===== src/tec_pkg.sv =====
// package: register map, field layout, reset values and types of the timer/event counter
package tec_pkg;

	// ****************************************
	// register map
	// ****************************************
	localparam logic [11:0] TEC_MODE_ADDR    = 12'h0fa0; // counter_mode_reg
	localparam logic [11:0] TEC_MODULO_ADDR  = 12'h0fa6; // modulo_reg
	localparam logic [11:0] TEC_COUNT_ADDR   = 12'h0fa4; // count_reg, read only
	localparam logic [11:0] TEC_OE_ADDR      = 12'h0fa2; // pulse_output_enable, bit 0
	localparam logic [11:0] TEC_IRQ_ADDR     = 12'h0fa8; // match_irq_flag, bit 0

	// ****************************************
	// mode register fields
	// ****************************************
	localparam int          TEC_EN_BIT       = 2;
	localparam int          TEC_START_BIT    = 3;
	localparam int          TEC_SEL_LSB      = 4;
	localparam logic [7:0]  TEC_MODE_MASK    = 8'h0074; // bits that store; bit 3 self-clears
	localparam logic [7:0]  TEC_MODE_RESET   = 8'h0000;
	localparam logic [7:0]  TEC_MODULO_RESET = 8'h0000;
	localparam logic [7:0]  TEC_COUNT_RESET  = 8'h0000;

	// ****************************************
	// prescaler taps (top bit index, log2 of the division minus one)
	// ****************************************
	localparam int          TEC_DIV_W        = 10;
	localparam int          TEC_TAP_1024     = 9;
	localparam int          TEC_TAP_256      = 7;
	localparam int          TEC_TAP_64       = 5;
	localparam int          TEC_TAP_16       = 3;

	// count pulse selector codes
	typedef enum logic [2:0] {
		TEC_SEL_RISE = 3'b000,
		TEC_SEL_FALL = 3'b001,
		TEC_SEL_1024 = 3'b100,
		TEC_SEL_256  = 3'b101,
		TEC_SEL_64   = 3'b110,
		TEC_SEL_16   = 3'b111
	} tec_sel_t;

	// cpu-side access to the register space
	typedef struct packed {
		logic        wr;
		logic        rd;
		logic        bit_wr;  // single-bit write
		logic [2:0]  bit_idx;
		logic        bit_val;
		logic [11:0] addr;
		logic [7:0]  wdata;
	} tec_req_t;

endpackage : tec_pkg


===== src/tec_prescaler.sv =====
// free-running fx divider producing one-cycle ticks at the four count rates
module tec_prescaler
	import tec_pkg::*;
#(
	parameter int DIV_W = TEC_DIV_W
) (
	input  wire logic       clock_i,
	input  wire logic       rst_i,
	output logic      [3:0] tick_o   // 0:fx/1024 1:fx/256 2:fx/64 3:fx/16
);

	logic [DIV_W-1:0] div;
	logic [DIV_W-1:0] next_div;

	assign next_div = div + {{(DIV_W-1){1'b0}}, 1'b1};

	// ****************************************
	// divider
	// ****************************************
	// runs freely so the timer phase does not depend on when counting is enabled
	always_ff @(posedge clock_i) begin
		if (rst_i) begin
			div <= '0;
		end else begin
			div <= next_div;
		end
	end

	// a tick marks the cycle in which the low tap bits are all ones, just before they wrap to zero
	assign tick_o[0] = &div[TEC_TAP_1024:0];
	assign tick_o[1] = &div[TEC_TAP_256:0];
	assign tick_o[2] = &div[TEC_TAP_64:0];
	assign tick_o[3] = &div[TEC_TAP_16:0];

endmodule : tec_prescaler


===== src/tec_timer.sv =====
// timer/event counter channel: mode, modulo, count, output flop and match flag
// Operation
// - mode bit 3 is start, bit-writable, clears itself when counting begins
// - start write clears count and flag; counting needs enable bit 2 set
// - any write setting start resets the output toggle flop
// - reset clears mode register, output enable and output toggle flop
// - output enable gates the toggle flop state onto the pulse pin
// - enable bit 0 blocks count pulses, count holds
// - enable bit 1 feeds the pulse picked by mode bits 4 to 6
// - selector: rise, fall, fx/1024, fx/256, fx/64, fx/16; others prohibited
// - count equal to modulo inverts toggle flop and clears count
// - match interval is modulo plus one count pulse periods
// - pin test, pin drive, modulo write, count read, flag access always work
// - count readable as 8 bits anytime; event pin divided by n to pin
// - toggle flop also supplies the serial shift clock
module tec_timer
	import tec_pkg::*;
(
	input  wire logic            clock_i,
	input  wire logic            rst_i,
	input  wire tec_pkg::tec_req_t req_i,
	output logic           [7:0] rdata_o,
	input  wire logic            event_input_pin_i,
	output logic                 pulse_output_pin_o,
	output logic                 pulse_output_pin_oe_o,
	output logic                 serial_shift_clock_o,
	output logic                 match_irq_flag_o,
	output logic                 match_pulse_o
);
	import tec_pkg::*;

	logic [7:0] counter_mode_reg;
	logic [7:0] modulo_reg;
	logic [7:0] count_reg;
	logic       pulse_output_enable;
	logic       output_toggle_flop;
	logic       match_irq_flag;
	logic       start_pend;
	logic [2:0] pin_sync;            // [0],[1] synchroniser, [2] previous sample
	logic [3:0] tick;
	logic [7:0] rdata;

	// ****************************************
	// access decode
	// ****************************************
	function automatic logic hit(input tec_req_t r, input logic [11:0] a);
		return r.addr == a;
	endfunction : hit

	wire        mode_wr    = req_i.wr && hit(req_i, TEC_MODE_ADDR);
	wire        mode_bwr   = req_i.bit_wr && hit(req_i, TEC_MODE_ADDR);
	wire        modulo_wr  = req_i.wr && hit(req_i, TEC_MODULO_ADDR);
	wire        oe_wr      = req_i.wr && hit(req_i, TEC_OE_ADDR);
	wire        oe_bwr     = req_i.bit_wr && hit(req_i, TEC_OE_ADDR) && req_i.bit_idx == 3'd0;
	wire        irq_wr     = req_i.wr && hit(req_i, TEC_IRQ_ADDR);
	wire        irq_bwr    = req_i.bit_wr && hit(req_i, TEC_IRQ_ADDR) && req_i.bit_idx == 3'd0;
	// byte write or single-bit write of 1 to bit 3
	wire        start_wr   = (mode_wr && req_i.wdata[TEC_START_BIT])
	                       || (mode_bwr && req_i.bit_idx == 3'(TEC_START_BIT) && req_i.bit_val);

	// next mode value: byte write, or read-modify-write of a single bit
	logic [7:0] bit_mask;
	logic [7:0] next_mode;
	assign bit_mask  = 8'h0001 << req_i.bit_idx;
	assign next_mode = mode_wr  ? (req_i.wdata & TEC_MODE_MASK)
	                 : mode_bwr ? (((counter_mode_reg & ~bit_mask)
	                               | ({8{req_i.bit_val}} & bit_mask)) & TEC_MODE_MASK)
	                 : counter_mode_reg;

	// ****************************************
	// count pulse selection
	// ****************************************
	wire        en       = counter_mode_reg[TEC_EN_BIT];
	wire  [2:0] sel      = counter_mode_reg[TEC_SEL_LSB +: 3];
	wire        pin_rise = pin_sync[1] & ~pin_sync[2];
	wire        pin_fall = ~pin_sync[1] & pin_sync[2];
	logic       cp;
	always_comb begin
		case (tec_sel_t'(sel))
			TEC_SEL_RISE: cp = pin_rise;
			TEC_SEL_FALL: cp = pin_fall;
			TEC_SEL_1024: cp = tick[0];
			TEC_SEL_256:  cp = tick[1];
			TEC_SEL_64:   cp = tick[2];
			TEC_SEL_16:   cp = tick[3];
			default:      cp = 1'b0;                                   // prohibited codes count nothing
		endcase
	end

	// a start write holds off counting for that cycle and the next so the cleared count is clean
	wire        cp_gated = en && cp && !start_wr && !start_pend;
	wire        match    = cp_gated && (count_reg == modulo_reg);

	tec_prescaler #(
		.DIV_W (TEC_DIV_W)
	) u_prescaler (
		.clock_i (clock_i),
		.rst_i   (rst_i),
		.tick_o  (tick)
	);

	// ****************************************
	// event pin synchroniser
	// ****************************************
	always_ff @(posedge clock_i) begin
		if (rst_i) begin
			pin_sync <= '0;
		end else begin
			pin_sync <= {pin_sync[1:0], event_input_pin_i};
		end
	end

	// ****************************************
	// mode, modulo and output enable
	// ****************************************
	// start bit shows 1 for one cycle after the write, then clears as counting begins
	always_ff @(posedge clock_i) begin
		if (rst_i) begin
			counter_mode_reg    <= TEC_MODE_RESET;
			modulo_reg          <= TEC_MODULO_RESET;
			pulse_output_enable <= 1'b0;
			start_pend          <= 1'b0;
		end else begin
			counter_mode_reg    <= next_mode;
			start_pend          <= start_wr;
			if (modulo_wr) begin
				modulo_reg <= req_i.wdata;
			end
			if (oe_wr) begin
				pulse_output_enable <= req_i.wdata[0];
			end else if (oe_bwr) begin
				pulse_output_enable <= req_i.bit_val;
			end
		end
	end

	// ****************************************
	// count, toggle flop, match flag
	// ****************************************
	always_ff @(posedge clock_i) begin
		if (rst_i) begin
			count_reg          <= TEC_COUNT_RESET;
			output_toggle_flop <= 1'b0;
			match_irq_flag     <= 1'b0;
		end else begin
			if (start_wr || match) begin
				count_reg <= TEC_COUNT_RESET;
			end else if (cp_gated) begin
				count_reg <= count_reg + 8'h0001;
			end
			if (start_wr) begin
				output_toggle_flop <= 1'b0;
			end else if (match) begin
				output_toggle_flop <= ~output_toggle_flop;
			end
			// a match in the same cycle as a software clear wins
			if (match) begin
				match_irq_flag <= 1'b1;
			end else if (start_wr) begin
				match_irq_flag <= 1'b0;
			end else if (irq_wr) begin
				match_irq_flag <= req_i.wdata[0];
			end else if (irq_bwr) begin
				match_irq_flag <= req_i.bit_val;
			end
		end
	end

	// ****************************************
	// read mux and pins
	// ****************************************
	always_comb begin
		if (hit(req_i, TEC_MODE_ADDR)) begin
			rdata = {counter_mode_reg[7:4], start_pend, counter_mode_reg[2:0]};
		end else if (hit(req_i, TEC_MODULO_ADDR)) begin
			rdata = modulo_reg;
		end else if (hit(req_i, TEC_COUNT_ADDR)) begin
			rdata = count_reg;
		end else if (hit(req_i, TEC_OE_ADDR)) begin
			rdata = {7'd0, pulse_output_enable};
		end else if (hit(req_i, TEC_IRQ_ADDR)) begin
			rdata = {7'd0, match_irq_flag};
		end else begin
			rdata = {7'd0, pin_sync[1]};                              // pin test
		end
	end

	// read data registered on rd so data outputs come from flops
	always_ff @(posedge clock_i) begin
		if (rst_i) begin
			rdata_o <= 8'h0000;
		end else if (req_i.rd) begin
			rdata_o <= rdata;
		end
	end

	// pin level follows the flop only while enabled; otherwise pin released
	assign pulse_output_pin_o    = output_toggle_flop & pulse_output_enable;
	assign pulse_output_pin_oe_o = pulse_output_enable;
	assign serial_shift_clock_o  = output_toggle_flop;
	assign match_irq_flag_o      = match_irq_flag;
	assign match_pulse_o         = match;

endmodule : tec_timer


===== config.mk =====
export PLATFORM = sky130hd
export DESIGN_NAME = tec_timer
export DESIGN_NICKNAME = d
export VERILOG_FILES = /design/src/tec_pkg.sv /design/src/tec_prescaler.sv /design/src/tec_timer.sv
export SDC_FILE = /design/constraint.sdc
export NUM_CORES = 1
export LEC_CHECK = 0
export BUFFER_PORTS_ARGS = -buffer_cell sky130_fd_sc_hd__buf_4
export CAP_MARGIN = 5
export CELL_PAD_IN_SITES_DETAIL_PLACEMENT = 1
export CELL_PAD_IN_SITES_GLOBAL_PLACEMENT = 2
export CORE_ASPECT_RATIO = 1.1
export CORE_MARGIN = 8
export CORE_UTILIZATION = 34
export CTS_BUF_LIST = sky130_fd_sc_hd__clkbuf_8 sky130_fd_sc_hd__clkbuf_16
export DETAILED_ROUTE_END_ITERATION = 16
export GPL_ROUTABILITY_DRIVEN = 0
export PLACE_DENSITY_LB_ADDON = 0.1
export SYNTH_ARGS = -nofsm -noshare
export SYNTH_HDL_FRONTEND = slang
export SYNTH_SLANG_ARGS = --single-unit

===== constraint.sdc =====
create_clock -name clock_i -period 2.2 [get_ports clock_i]
set_input_delay 0.22 -clock clock_i [delete_from_list [all_inputs] [get_ports clock_i]]
set_output_delay 0.22 -clock clock_i [all_outputs]
set_load 0.03 [all_outputs]

* Word-level counts from Yosys, hierarchy flattened
Cells that the tools add are included.
** Word-level totals
- Bits in registers :: 45
- Output and inout bits :: 13
- Word-level logic and storage cells :: 80
** Cells by class
- Add/subtract/negate cells :: 2
- Shifts and indexed selects :: 1
- Bitwise logic cells :: 10
- Eq/ne operators :: 12
- Reduce and logical (&&, ||, !) cells :: 31
- Muxes and demuxes :: 14
** Operator list (count)
- $eq 12x12->1 const B :: 5
- $mux 8 :: 3
- $logic_and 1x1->1 :: 16
- $and 7x7->7 :: 2
- $mux 7 :: 2
- $eq 3x3->1 const B :: 4
- $add 10x1->10 const B :: 1
- $reduce_and 10->1 :: 1
- $add 8x1->8 const B :: 1
- $eq 8x8->1 :: 1
- $mux 1 :: 8
- $reduce_and 8->1 :: 1
- $not 7->7 :: 1
- $or 7x7->7 :: 1
- $shl 1x3->7 const A :: 1
- $logic_not 3->1 :: 2
- $pmux 1 s6 :: 1
- $reduce_and 6->1 :: 1
- $reduce_and 4->1 :: 1
- $reduce_bool 2->1 :: 2
- $reduce_bool 4->1 :: 1
- $reduce_or 2->1 :: 2
- $and 1x1->1 :: 3
- $eq 3x1->1 const B :: 1
- other kinds (4) :: 8

* Logic depth before layout (Yosys ltp)
- Depth after elaboration :: 11
- Mapped depth :: 8
- Gate-level depth less buffers :: 6

* Cells and area by module
From an unflattened synthesis, not the netlist that was laid out.
** Second synthesis, totals
- Cell total of the unflattened synthesis :: 283
- Area total of the unflattened synthesis :: 2407.3 um^2
** By module, submodules not included
- tec_timer :: cells each 235, area each 1961.9 um^2, instances 1
- tec_prescaler :: cells each 48, area each 445.4 um^2, instances 1

* Worst setup path before layout
No wires, ideal clock.
- Kind :: flip-flop to output port
- Start :: reg u_prescaler.div[0]
- End :: out match_pulse_o
- Buffers on the path :: 1
- Cell stages (with the launch flop) :: 8
- Data required time :: 1.980 ns
- Arrival time :: 1.934 ns
- Path slack :: 0.046 ns
- Path through :: dfxtp_1 > ha_1 > nand3_2 > a311oi_2 > a22oi_2 > buf_2 > or2_1 > nor2_1
** On the way
- Longest elaborated chain between the ends :: 6
- Elaborated cells between the ends (all ways) :: 9
- Those cells by class :: mux (1); reduce/logical (8)
** Ends and longest elaborated chain
- start: declaration :: RTL line tec_prescaler.sv:12 : logic [DIV_W-1:0] div;
- start signal: assignment :: RTL line tec_prescaler.sv:25 : div <= next_div;
- $reduce_and 10->1, or another cell as far along :: RTL line tec_prescaler.sv:30 : assign tick_o[0] = &div[TEC_TAP_1024:0];
- $pmux 1 s6 (*) :: RTL line tec_timer.sv:79 : case (tec_sel_t'(sel))
- $logic_and 1x1->1 (*) (3 in series) :: RTL line tec_timer.sv:91 : wire cp_gated = en && cp && !start_wr && !start_pend;
- $logic_and 1x1->1 (*) :: RTL line tec_timer.sv:92 : wire match = cp_gated && (count_reg == modulo_reg);
- end: declaration :: RTL line tec_timer.sv:28 : output logic match_pulse_o
Mark *: on every way between the ends. The rest lies on a longest branch, timed or not.

* Worst setup path in the final report
- Start :: reg u_prescaler.div[0]
- End :: reg count_reg[6]
** On the way
- Longest elaborated chain between the ends :: 8
- Elaborated cells between the ends (all ways) :: 11
- Those cells by class :: mux (1); reduce/logical (10)
** Ends and longest elaborated chain
- $reduce_and 10->1, or another cell as far along :: RTL line tec_prescaler.sv:30
- $pmux 1 s6 (*) :: RTL line tec_timer.sv:79
- $logic_and 1x1->1 (*) (3 in series) :: RTL line tec_timer.sv:91
- $logic_and 1x1->1 :: RTL line tec_timer.sv:92
- $logic_or 1x1->1 :: RTL line tec_timer.sv:146 : if (start_wr || match) begin
- $reduce_or 2->1 (no line)
- end signal: assignment :: RTL line tec_timer.sv:149 : count_reg <= count_reg + 8'h0001;
- end: declaration :: RTL line tec_timer.sv:34 : logic [7:0] count_reg;
Marked as above.
A chain may end at the register's enable or synchronous reset.

==> results.sh <==
export IMPL_cts_tree="built"
export IMPL_drt_wl_total_mm=6.80
export IMPL_max_slew_margin_pct=70.9
export IMPL_largest_reg_flops=10
export IMPL_start_util_pct=34.8
export IMPL_die_area_mm2=0.0100
export IMPL_grt_max_degree=38
export IMPL_min_period_ps=2110
export IMPL_holdCritPathClass="in -> reg"
export IMPL_holdWs_ps=131
export IMPL_port_buffers=42
export IMPL_regMostFlops="u_prescaler.div"
export IMPL_synth_area_leaders="dfxtp_1 37%, mux2i_1 6.2%, a21oi_1 5.2%"
export IMPL_syn_area_per_cell_um2=9.26
export IMPL_syn_cell_area_mm2=0.00241
export IMPL_ys_warn_count=0
export IMPL_syn_nets=292
export IMPL_die_y_um=104
export IMPL_cts_buffer_depth=2
export IMPL_fin_nets=343
export IMPL_skew_ps=9.51
export IMPL_syn_to_final_growth_pct=24.7
export IMPL_grt_overflow=0
export IMPL_cp_max_fo=13
export IMPL_synth_enable_flop_cells=0
export IMPL_p_leak_nw=1.15
export IMPL_cp_data_required_time_ps=2430
export IMPL_arrival_ps=2340
export IMPL_first_iter_violations=37
export IMPL_setup_tns_ps=0
export IMPL_antenna_found_initial=0
export IMPL_grt_pass1_vias=2191
export IMPL_fp_row_count=32
export IMPL_end_kind="register"
export IMPL_ir_drop_mv=0.231
export IMPL_wl_per_cell_um=17.1
export IMPL_clkTransAtPathRegs_ps=90
export IMPL_tightest_slew_ps=433
export IMPL_cellPowerDensity_mw_per_mm2=506
export IMPL_synth_top_flop_cell="dfxtp_1"
export IMPL_ant_nets=0
export IMPL_fmax_mhz=473
export IMPL_hold_viol_final=0
export IMPL_root_buffer="clkbuf_8"
export IMPL_hold_path_cell_count=2
export IMPL_drcViolationCount=0
export IMPL_dpl_hpwl_mm=5.24
export IMPL_period_share_pct=96.1
export IMPL_fp_dieW_um=96.3
export IMPL_setup_viol=0
export IMPL_synth_top_area_share_pct=37.4
export IMPL_syn_inst=260
export IMPL_grtUsageTotal_pct=13.8
export IMPL_ys_seq_area_share_pct=37.4
export IMPL_vias=2141
export IMPL_clock_latency_ps=300
export IMPL_htree_levels=2
export IMPL_core_mm2=0.00693
export IMPL_cts_made_buffers=5
export IMPL_rsz0062_at_grt="yes"
export IMPL_cts_hold_buffers=0
export IMPL_n_antenna_cell=0
export IMPL_dr_pass1_iters=4
export IMPL_worstSetupPathType="reg -> reg"
export IMPL_cts_sinks=45
export IMPL_layout_drive_gt1_share_pct=26.9
export IMPL_ios=43
export IMPL_final_util_pct=43.4
export IMPL_status="complete, no violations"
export IMPL_r2r_cells=8
export IMPL_viasPerCell=5.39
export IMPL_synth_distinct_cells=54
export IMPL_drv_slew=0
export IMPL_synth_seq_cells=45
export IMPL_async_flop_share_pct=0
export IMPL_cp_start_kind="register"
export IMPL_yosys_area_top_type="dfxtp_1"
export IMPL_grt_pass1_wl_mm=11.0
export IMPL_max_cap_violations=0
## power breakdown
group          internal (mW)  switching (mW)
logic                 0.0682          0.0667
registers              0.821         0.00827
clock network          0.255           0.300
total                   1.14           0.375
## repair_timing
action,in CTS,in global routing
gates resized for setup,2,7
pin swaps,2,5
setup endpoints to repair,1,1
endpoints found under the hold margin,0,0
buffers inserted,1,2
## final timing paths
check	slack (ps)	endpoint	startpoint
hold reg to reg	460	pin_sync[1]	pin_sync[0]
hold / removal	130	pin_sync[0]	event_input_pin_i
setup reg to reg	90	count_reg[6]	u_prescaler.div[0]
setup / recovery	90	count_reg[6]	u_prescaler.div[0]
## kinds of logic (layout without fill, tap and decap cells)
| kind of cell | after synthesis | count (layout) | synth area share (%) |
|---|---|---|---|
| flops | 45 | 45 | 37.4 |
| fa+ha+maj | 2 | 2 | 1.04 |
| simple gates | 105 | 105 | 28.4 |
| buf+inv | 14 | 66 | 2.75 |
| compound gates | 62 | 62 | 17.7 |
| mux | 18 | 18 | 7.64 |
| xor+xnor | 14 | 14 | 5.09 |
## cell type report
type | count | area, um^2
well taps | 85 | 106
multi-input cells | 201 | 1470
flip-flops and latches | 45 | 907
repair buffers | 54 | 405
clock inverters | 2 | 13.8
clock buffers | 6 | 82.6
inverters | 4 | 15.0
fillers | 833 | 3920
## per-stage QoR
step	total power [mW]	setup WS, ps	std cells	area [um^2]
after global placement	0.977	190	386	2850
after detailed placement	0.979	132	386	2850
after floorplan	0.906	46.2	260	2410
final	1.52	86.2	397	3000
after CTS	1.54	34.0	395	2950
after global routing	1.59	-37.6	397	3000
## layout by cell type, fill, tap and decap left out, types with 2 or more instances in the layout
cell type and n:
buf_4 54, dfxtp_1 42, a21oi_1 24, nor2_1 23, mux2i_1 15, xor2_1 13, nand2_1 10, nand2b_1 10
nand3_1 7, nand4_1 6, nor2b_1 6, o211ai_1 6, clkbuf_8 6, o21ai_0 5, o31ai_1 5, or4_1 5
or3_1 5, a221o_1 5, inv_1 4, o21bai_1 4, nor4_1 4, and2_1 3, and4_1 3, mux2_2 3
nand4b_1 3, nand3b_1 2, nor4b_1 2, or2_1 2, and3_1 2, nand4bb_4 2, a211oi_1 2, dfxtp_2 2
## synth_stat cells, drive strengths merged, types with 3 or more instances
cell    number
nand4        6
dfxtp       45
a221o        5
nor2b        6
o211ai       6
o21ai        8
or4          6
clkbuf       6
buf          4
and4         3
mux2i       15
and2         3
nor4         6
nand2b      10
mux2         3
inv          4
or3          5
nand3        8
nor2        23
a21oi       25
o31ai        5
xor2        13
or2          3
o21bai       4
nand4b       3
nand2       10
## critical path, stage by stage (launching register included)
cell and delay (ps):
dfxtp_4 380, ha_4 160, nand3_4 100, a311oi_2 270
a22oi_2 140, buf_4 160, buf_4 160, or4_1 490
a21oi_1 170
## routing by layer
| metal | track usage (%) | vias to the layer above | share of wire, % |
|---|---|---|---|
| li1 | - | 1068 | - |
| met1 | 16.1 | 1042 | 43 |
| met2 | 24.7 | 23 | 53 |
| met3 | 2.31 | 8 | 2.7 |
| met4 | 3.96 | 0 | 1.0 |
| met5 | 0 | - | 0 |
(Power assumes the default switching activity.)
